File: config.mk
export PLATFORM = sky130hd
export DESIGN_NAME = rfc_carrier_regs
export DESIGN_NICKNAME = d
export VERILOG_FILES = /design/src/rfc_pkg.sv /design/src/rfc_pin_sync.sv /design/src/rfc_freq_calc.sv /design/src/rfc_carrier_regs.sv
export VERILOG_INCLUDE_DIRS = /design/src
export SDC_FILE = /design/constraint.sdc
export NUM_CORES = 1
export LEC_CHECK = 0
export BUFFER_PORTS_ARGS = -buffer_cell sky130_fd_sc_hd__buf_2
export CAP_MARGIN = 10
export CORE_AREA = 2 2 200 202
export DETAILED_ROUTE_END_ITERATION = 12
export DIE_AREA = 0 0 202 204
export GPL_TIMING_DRIVEN = 0
export MAX_ROUTING_LAYER = met4
export PLACE_DENSITY = 0.61
export SLEW_MARGIN = 20
export SYNTH_ARGS = -nofsm -noshare
export SYNTH_HDL_FRONTEND = slang
export SYNTH_HIERARCHICAL = 1
export SYNTH_SLANG_ARGS = --single-unit
File: constraint.sdc
create_clock -name sys_clk_i -period 11.5 [get_ports sys_clk_i]
set_input_delay 0.575 -clock sys_clk_i [delete_from_list [all_inputs] [get_ports sys_clk_i]]
set_output_delay 0.575 -clock sys_clk_i [all_outputs]
set_load 0.02 [all_outputs]
File: src/rfc_params.svh
// Register map, reset values, field positions and scaling for the carrier registers
`ifndef RFC_PARAMS_SVH
`define RFC_PARAMS_SVH

// ------------------------------------------------------------
// Register addresses
// ------------------------------------------------------------
`define RFC_ADDR_OFS1      7'h73
`define RFC_ADDR_OFS2      7'h74
`define RFC_ADDR_BAND      7'h75
`define RFC_ADDR_FC_HI     7'h76
`define RFC_ADDR_FC_LO     7'h77
`define RFC_ADDR_MISC      7'h78
`define RFC_ADDR_HOP_CH    7'h79
`define RFC_ADDR_HOP_STEP  7'h7a
`define RFC_ADDR_TURN      7'h7b

// ------------------------------------------------------------
// Reset values
// ------------------------------------------------------------
`define RFC_RST_OFS1       8'h00
`define RFC_RST_OFS2       2'h0
`define RFC_RST_BAND       7'h75
`define RFC_RST_FC_HI      8'hbb
`define RFC_RST_FC_LO      8'h80
`define RFC_RST_MISC       8'h00
`define RFC_RST_HOP_CH     8'h00
`define RFC_RST_HOP_STEP   8'h00
`define RFC_RST_TURN       8'h7b

// ------------------------------------------------------------
// Field positions
// ------------------------------------------------------------
`define RFC_BAND_SB        6
`define RFC_BAND_HB        5
`define RFC_BAND_FB_MSB    4
`define RFC_MISC_ALT       3
`define RFC_MISC_TRIM_MSB  2
`define RFC_TURN_LEN       7
`define RFC_TURN_EN        2
`define RFC_TURN_PH_MSB    1
`define RFC_OFS_SIGN       9
`define RFC_SPI_WR_BIT     7
`define RFC_SPI_LAST_BIT   3'h7

// ------------------------------------------------------------
// Carrier formula scaling (result in 1/32 kHz units)
// ------------------------------------------------------------
`define RFC_BAND_BASE      24
`define RFC_BAND_KHZ       10000
`define RFC_FC_DIV         64000
`define RFC_HOP_KHZ        10
`define RFC_FRAC           32
`define RFC_LOW_MIN        7680000
`define RFC_HIGH_MIN       15360000

`endif

File: src/rfc_pkg.sv
// Types shared by the carrier register bank
package rfc_pkg;
	typedef logic [25:0] rfc_freq_type;
	typedef enum logic {RFC_SPI_CMD, RFC_SPI_DATA} rfc_spi_state_type;
endpackage : rfc_pkg

File: src/rfc_pin_sync.sv
// Two-flop synchroniser for the serial interface pins
`timescale 1ns/1ps
module rfc_pin_sync #(
	parameter int            W       = 3,
	parameter logic [W-1:0]  RST_VAL = '0
) (
	input  wire logic         sys_clk_i,
	input  wire logic         nrst_i,
	input  wire logic [W-1:0] pin_i,
	output logic      [W-1:0] sync_o
);
	import rfc_pkg::*;

	logic [W-1:0] meta_r;
	logic [W-1:0] meta_nxt;
	logic [W-1:0] sync_r;
	logic [W-1:0] sync_nxt;

	always_comb begin
		meta_nxt = pin_i;
		sync_nxt = meta_r;
	end

	always_ff @(posedge sys_clk_i) begin
		if (!nrst_i) begin
			meta_r <= RST_VAL;
			sync_r <= RST_VAL;
		end else begin
			meta_r <= meta_nxt;
			sync_r <= sync_nxt;
		end
	end

	assign sync_o = sync_r;
endmodule : rfc_pin_sync

File: src/rfc_freq_calc.sv
// Carrier frequency computation from band, carrier word, offset and hop fields
`timescale 1ns/1ps
`include "rfc_params.svh"
module rfc_freq_calc (
	input  wire logic          sys_clk_i,
	input  wire logic          nrst_i,
	input  wire logic          recalc_i,
	input  wire logic          high_band_i,
	input  wire logic [4:0]    band_index_i,
	input  wire logic [15:0]   carrier_word_i,
	input  wire logic [9:0]    freq_offset_i,
	input  wire logic [7:0]    hop_channel_i,
	input  wire logic [7:0]    hop_step_i,
	output rfc_pkg::rfc_freq_type carrier_freq_o,
	output logic               freq_update_o
);
	import rfc_pkg::*;

	localparam logic signed [31:0] BAND_SCALE = 32'(`RFC_BAND_KHZ * `RFC_FRAC);
	localparam logic signed [31:0] FC_SCALE   = 32'(`RFC_BAND_KHZ * `RFC_FRAC / `RFC_FC_DIV);
	localparam logic signed [31:0] HOP_SCALE  = 32'(`RFC_HOP_KHZ * `RFC_FRAC);
	localparam logic signed [31:0] BAND_BASE  = 32'(`RFC_BAND_BASE);

	logic signed [31:0] base_v;
	logic signed [31:0] hop_v;
	logic signed [31:0] total_v;
	rfc_freq_type       freq_r;
	rfc_freq_type       freq_nxt;
	logic               upd_r;
	logic               upd_nxt;

	// ------------------------------------------------------------
	// Formula
	// ------------------------------------------------------------
	always_comb begin
		base_v   = ($signed({27'h0, band_index_i}) + BAND_BASE) * BAND_SCALE
		         + ($signed({16'h0, carrier_word_i})
		         + $signed({{22{freq_offset_i[`RFC_OFS_SIGN]}}, freq_offset_i})) * FC_SCALE;
		hop_v    = $signed({24'h0, hop_channel_i}) * $signed({24'h0, hop_step_i}) * HOP_SCALE;
		total_v  = base_v * ($signed({31'h0, high_band_i}) + 32'sh1) + hop_v;
		freq_nxt = recalc_i ? total_v[25:0] : freq_r;
		upd_nxt  = recalc_i;
	end

	always_ff @(posedge sys_clk_i) begin
		if (!nrst_i) begin
			freq_r <= '0;
			upd_r  <= 1'b0;
		end else begin
			freq_r <= freq_nxt;
			upd_r  <= upd_nxt;
		end
	end

	assign carrier_freq_o = freq_r;
	assign freq_update_o  = upd_r;

	// ------------------------------------------------------------
	// Checks
	// ------------------------------------------------------------
	band_zero_a: assert property (@(posedge sys_clk_i) disable iff (!nrst_i)
		recalc_i && band_index_i == 5'h0 && carrier_word_i == 16'h0 && freq_offset_i == 10'h0
		&& hop_channel_i == 8'h0 |=> carrier_freq_o ==
		26'(`RFC_BAND_BASE * `RFC_BAND_KHZ * `RFC_FRAC * (high_band_i ? 2 : 1)))
		else $error("band zero frequency wrong");
	high_band_a: assert property (@(posedge sys_clk_i) disable iff (!nrst_i)
		recalc_i && high_band_i && !freq_offset_i[`RFC_OFS_SIGN] && hop_channel_i == 8'h0
		|=> carrier_freq_o >= 26'(`RFC_HIGH_MIN))
		else $error("high band carrier below range");
	low_band_a: assert property (@(posedge sys_clk_i) disable iff (!nrst_i)
		recalc_i && !high_band_i && band_index_i <= 5'h16 && !freq_offset_i[`RFC_OFS_SIGN]
		&& hop_channel_i == 8'h0
		|=> carrier_freq_o >= 26'(`RFC_LOW_MIN) && carrier_freq_o < 26'(`RFC_HIGH_MIN))
		else $error("low band carrier out of range");
	hop_shift_a: assert property (@(posedge sys_clk_i) disable iff (!nrst_i)
		recalc_i && !high_band_i && band_index_i == 5'h0 && carrier_word_i == 16'h0
		&& freq_offset_i == 10'h0 |=> carrier_freq_o == 26'(`RFC_BAND_BASE * `RFC_BAND_KHZ
		* `RFC_FRAC) + 26'($past(hop_channel_i) * $past(hop_step_i) * `RFC_HOP_KHZ * `RFC_FRAC))
		else $error("hop channel shift wrong");
endmodule : rfc_freq_calc

File: src/rfc_carrier_regs.sv
// Carrier frequency register bank behind the four-wire serial interface
`timescale 1ns/1ps
`include "rfc_params.svh"
module rfc_carrier_regs (
	input  wire logic          sys_clk_i,
	input  wire logic          nrst_i,
	input  wire logic          sclk_i,
	input  wire logic          sdi_i,
	input  wire logic          nsel_i,
	input  wire logic [9:0]    afc_offset_i,
	output logic               sdo_o,
	output rfc_pkg::rfc_freq_type carrier_freq_o,
	output logic               freq_update_o,
	output logic               high_band_o,
	output logic               side_band_o,
	output logic               alt_amp_sequence_o,
	output logic [2:0]         rcosc_trim_o,
	output logic               length_incl_crc_o,
	output logic               turn_around_en_o,
	output logic [1:0]         turn_phase_o
);
	import rfc_pkg::*;

	// ------------------------------------------------------------
	// Pin synchronisation and edge detection
	// ------------------------------------------------------------
	logic [2:0] pin_s;
	logic       sclk_s;
	logic       sdi_s;
	logic       sel;
	logic       sclk_d_r;
	logic       sclk_d_nxt;
	logic       sclk_rise;
	logic       sclk_fall;

	rfc_pin_sync #(
		.W       (3),
		.RST_VAL (3'h1)
	) rfc_pin_sync_inst (
		.sys_clk_i (sys_clk_i),
		.nrst_i    (nrst_i),
		.pin_i     ({sclk_i, sdi_i, nsel_i}),
		.sync_o    (pin_s)
	);

	always_comb begin
		sclk_s     = pin_s[2];
		sdi_s      = pin_s[1];
		sel        = ~pin_s[0];
		sclk_d_nxt = sclk_s;
		sclk_rise  = sclk_s & ~sclk_d_r;
		sclk_fall  = ~sclk_s & sclk_d_r;
	end

	always_ff @(posedge sys_clk_i) begin
		if (!nrst_i) begin
			sclk_d_r <= 1'b0;
		end else begin
			sclk_d_r <= sclk_d_nxt;
		end
	end

	// ------------------------------------------------------------
	// Register storage
	// ------------------------------------------------------------
	logic [7:0] ofs1_r, ofs1_nxt;
	logic [1:0] ofs2_r, ofs2_nxt;
	logic [6:0] band_r, band_nxt;
	logic [7:0] fc_hi_r, fc_hi_nxt;
	logic [7:0] fc_lo_r, fc_lo_nxt;
	logic [7:0] misc_r, misc_nxt;
	logic [7:0] hop_ch_r, hop_ch_nxt;
	logic [7:0] hop_step_r, hop_step_nxt;
	logic [7:0] turn_r, turn_nxt;
	logic       recalc_r, recalc_nxt;

	// ------------------------------------------------------------
	// Serial framing
	// ------------------------------------------------------------
	rfc_spi_state_type st_r, st_nxt;
	logic [2:0] bit_cnt_r, bit_cnt_nxt;
	logic [7:0] sh_r, sh_nxt;
	logic       wr_mode_r, wr_mode_nxt;
	logic [6:0] addr_r, addr_nxt;
	logic [7:0] rd_sh_r, rd_sh_nxt;
	logic       sdo_r, sdo_nxt;
	logic [7:0] byte_in;
	logic       byte_done;
	logic       wr_en;
	logic [6:0] rd_addr;
	logic [7:0] rd_data;

	function automatic logic is_freq_field(input logic [6:0] a);
		is_freq_field = (a >= `RFC_ADDR_OFS1 && a <= `RFC_ADDR_FC_LO)
		             || a == `RFC_ADDR_HOP_CH || a == `RFC_ADDR_HOP_STEP;
	endfunction : is_freq_field

	always_comb begin
		byte_in   = {sh_r[6:0], sdi_s};
		byte_done = sel && sclk_rise && bit_cnt_r == `RFC_SPI_LAST_BIT;
		wr_en     = byte_done && st_r == RFC_SPI_DATA && wr_mode_r;
		rd_addr   = (st_r == RFC_SPI_CMD) ? byte_in[6:0] : addr_r + 7'h1;
		case (rd_addr)
			`RFC_ADDR_OFS1:     rd_data = afc_offset_i[7:0];
			`RFC_ADDR_OFS2:     rd_data = {6'h0, afc_offset_i[9:8]};
			`RFC_ADDR_BAND:     rd_data = {1'b0, band_r};
			`RFC_ADDR_FC_HI:    rd_data = fc_hi_r;
			`RFC_ADDR_FC_LO:    rd_data = fc_lo_r;
			`RFC_ADDR_MISC:     rd_data = misc_r;
			`RFC_ADDR_HOP_CH:   rd_data = hop_ch_r;
			`RFC_ADDR_HOP_STEP: rd_data = hop_step_r;
			`RFC_ADDR_TURN:     rd_data = turn_r;
			default:            rd_data = 8'h00;
		endcase
		st_nxt      = st_r;
		bit_cnt_nxt = bit_cnt_r;
		sh_nxt      = sh_r;
		wr_mode_nxt = wr_mode_r;
		addr_nxt    = addr_r;
		rd_sh_nxt   = rd_sh_r;
		sdo_nxt     = sdo_r;
		if (!sel) begin
			st_nxt      = RFC_SPI_CMD;
			bit_cnt_nxt = 3'h0;
		end else if (sclk_rise) begin
			sh_nxt      = byte_in;
			bit_cnt_nxt = bit_cnt_r + 3'h1;
			if (byte_done) begin
				rd_sh_nxt = rd_data;
				case (st_r)
					RFC_SPI_CMD: begin
						wr_mode_nxt = byte_in[`RFC_SPI_WR_BIT];
						addr_nxt    = byte_in[6:0];
						st_nxt      = RFC_SPI_DATA;
					end
					RFC_SPI_DATA: begin
						addr_nxt = addr_r + 7'h1;
					end
					default: begin
						st_nxt = RFC_SPI_CMD;
					end
				endcase
			end
		end else if (sclk_fall && st_r == RFC_SPI_DATA && !wr_mode_r) begin
			sdo_nxt   = rd_sh_r[7];
			rd_sh_nxt = {rd_sh_r[6:0], 1'b0};
		end
	end

	always_ff @(posedge sys_clk_i) begin
		if (!nrst_i) begin
			st_r      <= RFC_SPI_CMD;
			bit_cnt_r <= 3'h0;
			sh_r      <= 8'h00;
			wr_mode_r <= 1'b0;
			addr_r    <= 7'h00;
			rd_sh_r   <= 8'h00;
			sdo_r     <= 1'b0;
		end else begin
			st_r      <= st_nxt;
			bit_cnt_r <= bit_cnt_nxt;
			sh_r      <= sh_nxt;
			wr_mode_r <= wr_mode_nxt;
			addr_r    <= addr_nxt;
			rd_sh_r   <= rd_sh_nxt;
			sdo_r     <= sdo_nxt;
		end
	end

	// ------------------------------------------------------------
	// Register writes
	// ------------------------------------------------------------
	always_comb begin
		ofs1_nxt     = ofs1_r;
		ofs2_nxt     = ofs2_r;
		band_nxt     = band_r;
		fc_hi_nxt    = fc_hi_r;
		fc_lo_nxt    = fc_lo_r;
		misc_nxt     = misc_r;
		hop_ch_nxt   = hop_ch_r;
		hop_step_nxt = hop_step_r;
		turn_nxt     = turn_r;
		recalc_nxt   = wr_en && is_freq_field(addr_r);
		if (wr_en) begin
			case (addr_r)
				`RFC_ADDR_OFS1:     ofs1_nxt     = byte_in;
				`RFC_ADDR_OFS2:     ofs2_nxt     = byte_in[1:0];
				`RFC_ADDR_BAND:     band_nxt     = byte_in[6:0];
				`RFC_ADDR_FC_HI:    fc_hi_nxt    = byte_in;
				`RFC_ADDR_FC_LO:    fc_lo_nxt    = byte_in;
				`RFC_ADDR_MISC:     misc_nxt     = byte_in;
				`RFC_ADDR_HOP_CH:   hop_ch_nxt   = byte_in;
				`RFC_ADDR_HOP_STEP: hop_step_nxt = byte_in;
				`RFC_ADDR_TURN:     turn_nxt     = byte_in;
				default:            turn_nxt     = turn_r;
			endcase
		end
	end

	always_ff @(posedge sys_clk_i) begin
		if (!nrst_i) begin
			ofs1_r     <= `RFC_RST_OFS1;
			ofs2_r     <= `RFC_RST_OFS2;
			band_r     <= `RFC_RST_BAND;
			fc_hi_r    <= `RFC_RST_FC_HI;
			fc_lo_r    <= `RFC_RST_FC_LO;
			misc_r     <= `RFC_RST_MISC;
			hop_ch_r   <= `RFC_RST_HOP_CH;
			hop_step_r <= `RFC_RST_HOP_STEP;
			turn_r     <= `RFC_RST_TURN;
			recalc_r   <= 1'b1;
		end else begin
			ofs1_r     <= ofs1_nxt;
			ofs2_r     <= ofs2_nxt;
			band_r     <= band_nxt;
			fc_hi_r    <= fc_hi_nxt;
			fc_lo_r    <= fc_lo_nxt;
			misc_r     <= misc_nxt;
			hop_ch_r   <= hop_ch_nxt;
			hop_step_r <= hop_step_nxt;
			turn_r     <= turn_nxt;
			recalc_r   <= recalc_nxt;
		end
	end

	// ------------------------------------------------------------
	// Frequency computation
	// ------------------------------------------------------------
	rfc_freq_calc rfc_freq_calc_inst (
		.sys_clk_i      (sys_clk_i),
		.nrst_i         (nrst_i),
		.recalc_i       (recalc_r),
		.high_band_i    (band_r[`RFC_BAND_HB]),
		.band_index_i   (band_r[`RFC_BAND_FB_MSB:0]),
		.carrier_word_i ({fc_hi_r, fc_lo_r}),
		.freq_offset_i  ({ofs2_r, ofs1_r}),
		.hop_channel_i  (hop_ch_r),
		.hop_step_i     (hop_step_r),
		.carrier_freq_o (carrier_freq_o),
		.freq_update_o  (freq_update_o)
	);

	// ------------------------------------------------------------
	// Outputs
	// ------------------------------------------------------------
	assign sdo_o              = sdo_r;
	assign high_band_o        = band_r[`RFC_BAND_HB];
	assign side_band_o        = band_r[`RFC_BAND_SB];
	assign alt_amp_sequence_o = misc_r[`RFC_MISC_ALT];
	assign rcosc_trim_o       = misc_r[`RFC_MISC_TRIM_MSB:0];
	assign length_incl_crc_o  = turn_r[`RFC_TURN_LEN];
	assign turn_around_en_o   = turn_r[`RFC_TURN_EN];
	assign turn_phase_o       = turn_r[`RFC_TURN_PH_MSB:0];

	// ------------------------------------------------------------
	// Checks
	// ------------------------------------------------------------
	band_rst_a: assert property (@(posedge sys_clk_i) $rose(nrst_i)
		|-> {1'b0, band_r} == 8'h75 && high_band_o && side_band_o)
		else $error("band select reset value wrong");
	carrier_rst_a: assert property (@(posedge sys_clk_i) $rose(nrst_i)
		|-> fc_hi_r == `RFC_RST_FC_HI && fc_lo_r == `RFC_RST_FC_LO)
		else $error("carrier word reset value wrong");
	hop_rst_a: assert property (@(posedge sys_clk_i) $rose(nrst_i)
		|-> hop_ch_r == 8'h00)
		else $error("hop channel reset value wrong");
	turn_rst_a: assert property (@(posedge sys_clk_i) $rose(nrst_i)
		|-> turn_r == `RFC_RST_TURN && length_incl_crc_o == 1'b0)
		else $error("turn-around reset value wrong");
	alt_off_a: assert property (@(posedge sys_clk_i) $rose(nrst_i)
		|-> !alt_amp_sequence_o ##1 (!alt_amp_sequence_o || $past(wr_en)))
		else $error("alternative sequencing not off after reset");
	band_write_a: assert property (@(posedge sys_clk_i) disable iff (!nrst_i)
		wr_en && addr_r == `RFC_ADDR_BAND |=> band_r == $past(byte_in[6:0]))
		else $error("band select write lost");
	fc_split_a: assert property (@(posedge sys_clk_i) disable iff (!nrst_i)
		wr_en && addr_r == `RFC_ADDR_FC_HI |=> fc_hi_r == $past(byte_in) && $stable(fc_lo_r))
		else $error("carrier upper byte write wrong");
	len_crc_a: assert property (@(posedge sys_clk_i) disable iff (!nrst_i)
		wr_en && addr_r == `RFC_ADDR_TURN |=> length_incl_crc_o == $past(byte_in[7]))
		else $error("length compliance bit not stored");
	recalc_a: assert property (@(posedge sys_clk_i) disable iff (!nrst_i)
		wr_en && is_freq_field(addr_r) |-> !freq_update_o ##2 freq_update_o)
		else $error("frequency not recomputed after write");
	no_recalc_a: assert property (@(posedge sys_clk_i) disable iff (!nrst_i)
		wr_en && !is_freq_field(addr_r) && !recalc_r |=> ##1 !freq_update_o)
		else $error("spurious frequency update");

	wr_burst_c: cover property (@(posedge sys_clk_i) disable iff (!nrst_i)
		wr_en ##[1:300] wr_en);
	rd_byte_c: cover property (@(posedge sys_clk_i) disable iff (!nrst_i)
		byte_done && st_r == RFC_SPI_DATA && !wr_mode_r);
	hb_upd_c: cover property (@(posedge sys_clk_i) disable iff (!nrst_i)
		freq_update_o && high_band_o);
endmodule : rfc_carrier_regs

Yosys cells after proc, flatten, opt, wreduce, memory -nomap -nowiden. Cells that the tools add are included.

Register bits after elaboration: 128. Latch bits: 0. RAM bits: 0. ROM bits: 0. Output and inout bits: 38. Logic and storage cells: 98. Memories: 0.

$add $sub $neg: 7. Multiply operators: 5. Divide/modulo/power cells: 0. $lt $le $gt $ge: 2. Equality and inequality tests: 20. Shifts and indexed selects: 0. Multiplexer cells: 6. Bitwise gates (word level): 8. Reduce and logical (&&, ||, !) cells: 28.

Operators with widths (count): 7-bit equality test, second input constant (18); 8-bit case mux with 9 select lines (1); 32-bit adder (1); 32-bit by 11-bit multiplier with 23-bit output, second input constant (1); 32-bit by 32-bit multiplier with 26-bit output (1); 32-bit by 4-bit multiplier with 20-bit output, second input constant (1); 32-bit by 4-bit multiplier with 32-bit output, second input constant (1); 26-bit adder (1); 8-bit two-way mux (3); 2-bit AND reduction (11); 17-bit by 10-bit adder with 18-bit output (1); 8-bit by 8-bit multiplier with 16-bit output (1); 7-bit case mux with 2 select lines (1); 3-bit AND reduction (3); 1-bit logical AND (8); 7-bit by 1-bit adder with 7-bit output, second input constant (1); 7-bit greater-or-equal comparator, second input constant (1); 7-bit less-or-equal comparator, second input constant (1); 7-bit two-way mux (1); 5-bit by 5-bit adder with 6-bit output, second input constant (1); 1-bit NOT (6); 4-bit AND reduction (1); 3-bit by 1-bit adder with 3-bit output, second input constant (1); 3-bit equality test, second input constant (1); 7 further kinds (9).

Depth between registers and ports, before layout.
Depth in word-level cells: 7. Gate-level depth with buffers: 33. Depth with buffers taken out: 33.

Cells and area by module. Netlist, hierarchy kept.

Modules (own cells, without submodules): rfc_freq_calc (instances 1, cells an instance 1070, area each 8744.6 sq um); rfc_carrier_regs (instances 1, cells an instance 566, area each 4657.0 sq um); rfc_pin_sync (instances 1, cells an instance 12, area each 157.7 sq um).

Worst setup path after synthesis. No wires, ideal clock.

Path type: register to register. Start: register hop_ch_r[1]. End: register rfc_freq_calc_inst.freq_r[25] (netlist: rfc_freq_calc_inst/carrier_freq_o[25]). Arrival time: 7.090 ns. Setup slack: 4.336 ns. Stages on the path, launching flop included: 30. Clock period less this slack: 7.164 ns. Path through: dfxtp_1 > and2_1 > fa_1 > fa_1 > inv_1 > fa_1 > fa_1 > inv_1 > ha_1 > inv_1 > o21bai_1 > a2111o_1 > nand2_1 > xnor2_1 > ha_1 > ha_1 > and2_1 > o21ai_0 > o21ai_0 > nor2_1 > xnor2_1 > ha_1 > ha_1 > clkbuf_1 > a21o_1 > a2111oi_2 > o21ai_1 > a311o_1 > a2111o_1 > a31oi_1.

Longest elaborated chain between the ends: 3.

Ends and longest elaborated chain: start, declared (RTL line rfc_carrier_regs.sv:72) `logic [7:0] hop_ch_r, hop_ch_nxt;`; start signal, assigned (RTL line rfc_carrier_regs.sv:208) `` hop_ch_r <= `RFC_RST_HOP_CH; ``; start signal, assigned (RTL line rfc_carrier_regs.sv:219) `hop_ch_r <= hop_ch_nxt;`; 8-bit by 8-bit multiplier with 16-bit output (RTL line rfc_freq_calc.sv:39) `hop_v = $signed({24'h0, hop_channel_i}) * $signed({24'h0, hop_step_i}) * HOP_SCALE;`; 32-bit by 4-bit multiplier with 20-bit output (RTL line rfc_freq_calc.sv:39); 26-bit adder (RTL line rfc_freq_calc.sv:40) `total_v = base_v * ($signed({31'h0, high_band_i}) + 32'sh1) + hop_v;`; end signal, assigned (RTL line rfc_freq_calc.sv:50) `freq_r <= freq_nxt;`; end, declared (RTL line rfc_freq_calc.sv:27) `rfc_freq_type freq_r;`.

No other way between the ends. A chain may end at the register's enable or synchronous reset.

Worst setup path in the final report.
Start: register fc_lo_r[0]. End: register rfc_freq_calc_inst.freq_r[25] (netlist: rfc_freq_calc_inst/carrier_freq_o[25]).

Longest elaborated chain between the ends: 5.

Ends and longest elaborated chain: start, declared (RTL line rfc_carrier_regs.sv:70) `logic [7:0] fc_lo_r, fc_lo_nxt;`; start signal, assigned (RTL line rfc_carrier_regs.sv:206) `` fc_lo_r <= `RFC_RST_FC_LO; ``; start signal, assigned (RTL line rfc_carrier_regs.sv:217) `fc_lo_r <= fc_lo_nxt;`; 17-bit by 10-bit adder with 18-bit output (RTL line rfc_freq_calc.sv:37) `+ ($signed({16'h0, carrier_word_i})`; 32-bit by 4-bit multiplier with 32-bit output (RTL line rfc_freq_calc.sv:37); 32-bit adder (RTL line rfc_freq_calc.sv:36) `base_v = ($signed({27'h0, band_index_i}) + BAND_BASE) * BAND_SCALE`; 32-bit by 32-bit multiplier with 26-bit output (RTL line rfc_freq_calc.sv:40); 26-bit adder (RTL line rfc_freq_calc.sv:40).

No other way between the ends.

==> results_dict.tcl <==
set metrics [dict create \
    fmaxAchievable_mhz 127 \
    synth_top_area_cell "dfxtp_1" \
    die_x_um 202 \
    required_ns 11.85 \
    htree_num_levels 4 \
    cts_buffers 17 \
    vias 11700 \
    start_kind "flop" \
    setup_slack_ns 3.61 \
    combPwrFrac_pct 4.0 \
    pwr-share-seq_pct 42.3 \
    drc 0 \
    rrSetupSlack_ns 3.61 \
    synth_edf_count 0 \
    drt.antenna.violating_nets 0 \
    setup_tns_ns 0 \
    power_density_nw_per_um2 70.7 \
    seqCellArea_um2 2560 \
    max_slew_margin_pct 42.4 \
    grt_max_degree 17 \
    area_growth_pct 11.4 \
    antenna_found_initial 0 \
    die_h_um 204 \
    status "finished, final reports clean" \
    ys_warn_count 6 \
    insertion_delay_ns 0.43 \
    dieArea_um2 41200 \
    final_hold_viol_count 0 \
    cp_common_cell "ha_1" \
    final_util_pct 38.5 \
    n_fill_cell 3971 \
    max_stage_delay_ns 0.53 \
    via_per_inst 5.18 \
    path_clk_slew_ns 0.06 \
    rsz0062_at_grt "no" \
    multi_input_area_um2 10100 \
    routedWlPerCell_um 15.9 \
    setup-violations-final 0 \
    layout_common_cells "ha_1, nand2_1, inv_1, dfxtp_1" \
    routed_wirelength_um 35900 \
    ioPinCount 53 \
    power_w 0.00107 \
    cp_max_fo 7 \
    period_share_pct 68.6 \
    overflow 0 \
    tritoncts "done" \
    grtUsageTotal_pct 18.1 \
    p_switching_w 0.000253 \
    drv_slew 0 \
    syn_inst 1648 \
    grt_pass1_wl_um 58300 \
    ir_drop_uv 83.5 \
    cts_setup_buffers 0 \
    cts_sinks 128 \
    fin_crit_ns 7.89 \
    holdBufCountCts 0 \
    syn_area_um2 13600 \
    grt_pass1_vias 11300 \
    ys_seq_elements 128 \
    coreArea_um2 39200 \
    dr.pass1.iters 5 \
    synth_seq_area_share_pct 18.9 \
    worst_slew_pin_slew_ns 0.861 \
    cts_buffer_depth 2 \
    yosysUniqueCellTypes 96 \
    num_antenna_cells 0 \
    synth_area_leaders "dfxtp_1, ha_1, fa_1, nand2_1, inv_1" \
    hpwlAfterDp_um 28400 \
    clockRootBuffer "clkbuf_16" \
    first_iter_violations 820 \
    gp_congestion 0.997 \
    nets 1990 \
    cts_resized 0 \
    final_common_cell "ha_1" \
    endpoint_kind "flop" \
    pwr-share-clk_pct 53.7 \
    finalHoldWorstSlack_ns 0.331 \
    min_path_type "primary input to flop" \
    fp-row-count 73 \
    skew_ns 0.0156 \
    worstPathArrival_ns 8.24 \
    crit_slowest_cell "fa_1" \
    drive_gt1_share_pct 8.54 \
    synth_async_sr_flop_share_pct 0 \
    avgSynthCellArea_um2 8.23 \
    initial_core_util_pct 34.6 \
    maxCapViolCount 0 \
    portBuffers 52 \
    dp_slack_ns 3.66 \
    crit_type "flop to flop" \
    ys.flop_type "dfxtp_1" \
    yosysTopAreaCellShare_pct 18.9 \
    p_int_w 0.000815 \
    swShare_pct 23.7 \
    p_leak_nw 7.04 \
]
## cells by family (layout without fill, tap and decap cells)
kind of cell	after synthesis	count (layout)	share of synthesized area, %
AOI/OAI and AO/OA	376	376	19.5
buffers and inverters	233	317	6.75
xor gates and xnor gates	85	85	5.55
DFF	128	128	18.9
and+or+nand+nor	532	532	19.7
other	1	2	0.0277
adders and majority gates	255	255	26.6
muxes	38	38	2.92
## routing by layer
layer	GRT usage [%]	share of wire, %	routed length (um)	vias up
met3	2.63	4.0	1440	45
met2	29.4	46	16400	259
met4	6.09	2.7	964	0
li1	-	-	-	5881
met1	23.0	48	17100	5513
met5	-	0	0	-
## power by group through the flow
stage / Sequential (W) / Combinational, W / Clock (W)
after global placement: 0.000462 / 0.0000418 / 0
after floorplan: 0.000467 / 0.0000198 / 0
final: 0.000452 / 0.0000426 / 0.000573
after CTS: 0.000452 / 0.0000423 / 0.000583
after global routing: 0.000453 / 0.0000455 / 0.000602
after detailed placement: 0.000462 / 0.0000421 / 0
## sequential cells by signal (all words and copies together) (netlist names), 7 cells and up
| name | flops |
|---|---|
| fc_lo_r | 8 |
| misc_r | 8 |
| rd_sh_r | 8 |
| band_r | 7 |
| addr_r | 7 |
| sh_r | 7 |
| rfc_freq_calc_inst/carrier_freq_o | 26 |
| turn_r | 8 |
| ofs1_r | 8 |
| hop_step_r | 8 |
| hop_ch_r | 8 |
| fc_hi_r | 8 |
## critical path: cells and delay by family (launching register included)
| kind | cells | cell delay (ns) |
|---|---|---|
| AO/OA/AOI/OAI | 16 | 3.92 |
| flip-flops | 1 | 0.35 |
| adder cells (fa/ha/maj) | 7 | 2.37 |
| XOR/XNOR | 1 | 0.24 |
| AND/OR/NAND/NOR | 4 | 0.66 |
| buffers and inverters | 3 | 0.27 |
## stage by stage
step                cells  cell area, um^2
floorplan            1649            13600
global placement     2226            14500
detailed placement   2226            14500
CTS                  2258            15100
global route         2258            15100
finish               2258            15100
## Yosys cell counts (19+ instances only)
| master | n |
|---|---|
| and2_1 | 81 |
| o21ai_0 | 61 |
| ha_1 | 199 |
| o21bai_1 | 19 |
| mux2i_1 | 28 |
| nor3_1 | 21 |
| a21oi_1 | 80 |
| nor2_1 | 69 |
| dfxtp_1 | 128 |
| clkbuf_1 | 62 |
| nand3_1 | 81 |
| xnor2_1 | 53 |
| a21boi_0 | 50 |
| xor2_1 | 31 |
| nor2b_1 | 20 |
| a22oi_1 | 21 |
| a21o_1 | 23 |
| fa_1 | 56 |
| inv_1 | 149 |
| nand2_1 | 176 |
## path summary, 6_finish.rpt
check	start	depth (start not counted)	to
setup / recovery	fc_lo_r[0]	31	rfc_freq_calc_inst/carrier_freq_o[25]
hold / removal	nsel_i	2	rfc_pin_sync_inst/meta_r[0]
setup reg to reg	fc_lo_r[0]	31	rfc_freq_calc_inst/carrier_freq_o[25]
hold reg to reg	rfc_pin_sync_inst/meta_r[0]	1	rfc_pin_sync_inst/sync_o[0]
## final cells by class
| class | count | area share, % |
|---|---|---|
| clock buffers | 18 | 2.91 |
| repair buffers | 52 | 1.72 |
| inverters | 150 | 3.73 |
| plain buffers | 83 | 2.34 |
| well taps | 525 | 4.35 |
| flip-flops and latches | 128 | 17.0 |
| multi-input cells | 1288 | 66.8 |
| clock inverters | 14 | 1.18 |
No activity file was read; power rests on OpenSTA's default activity.
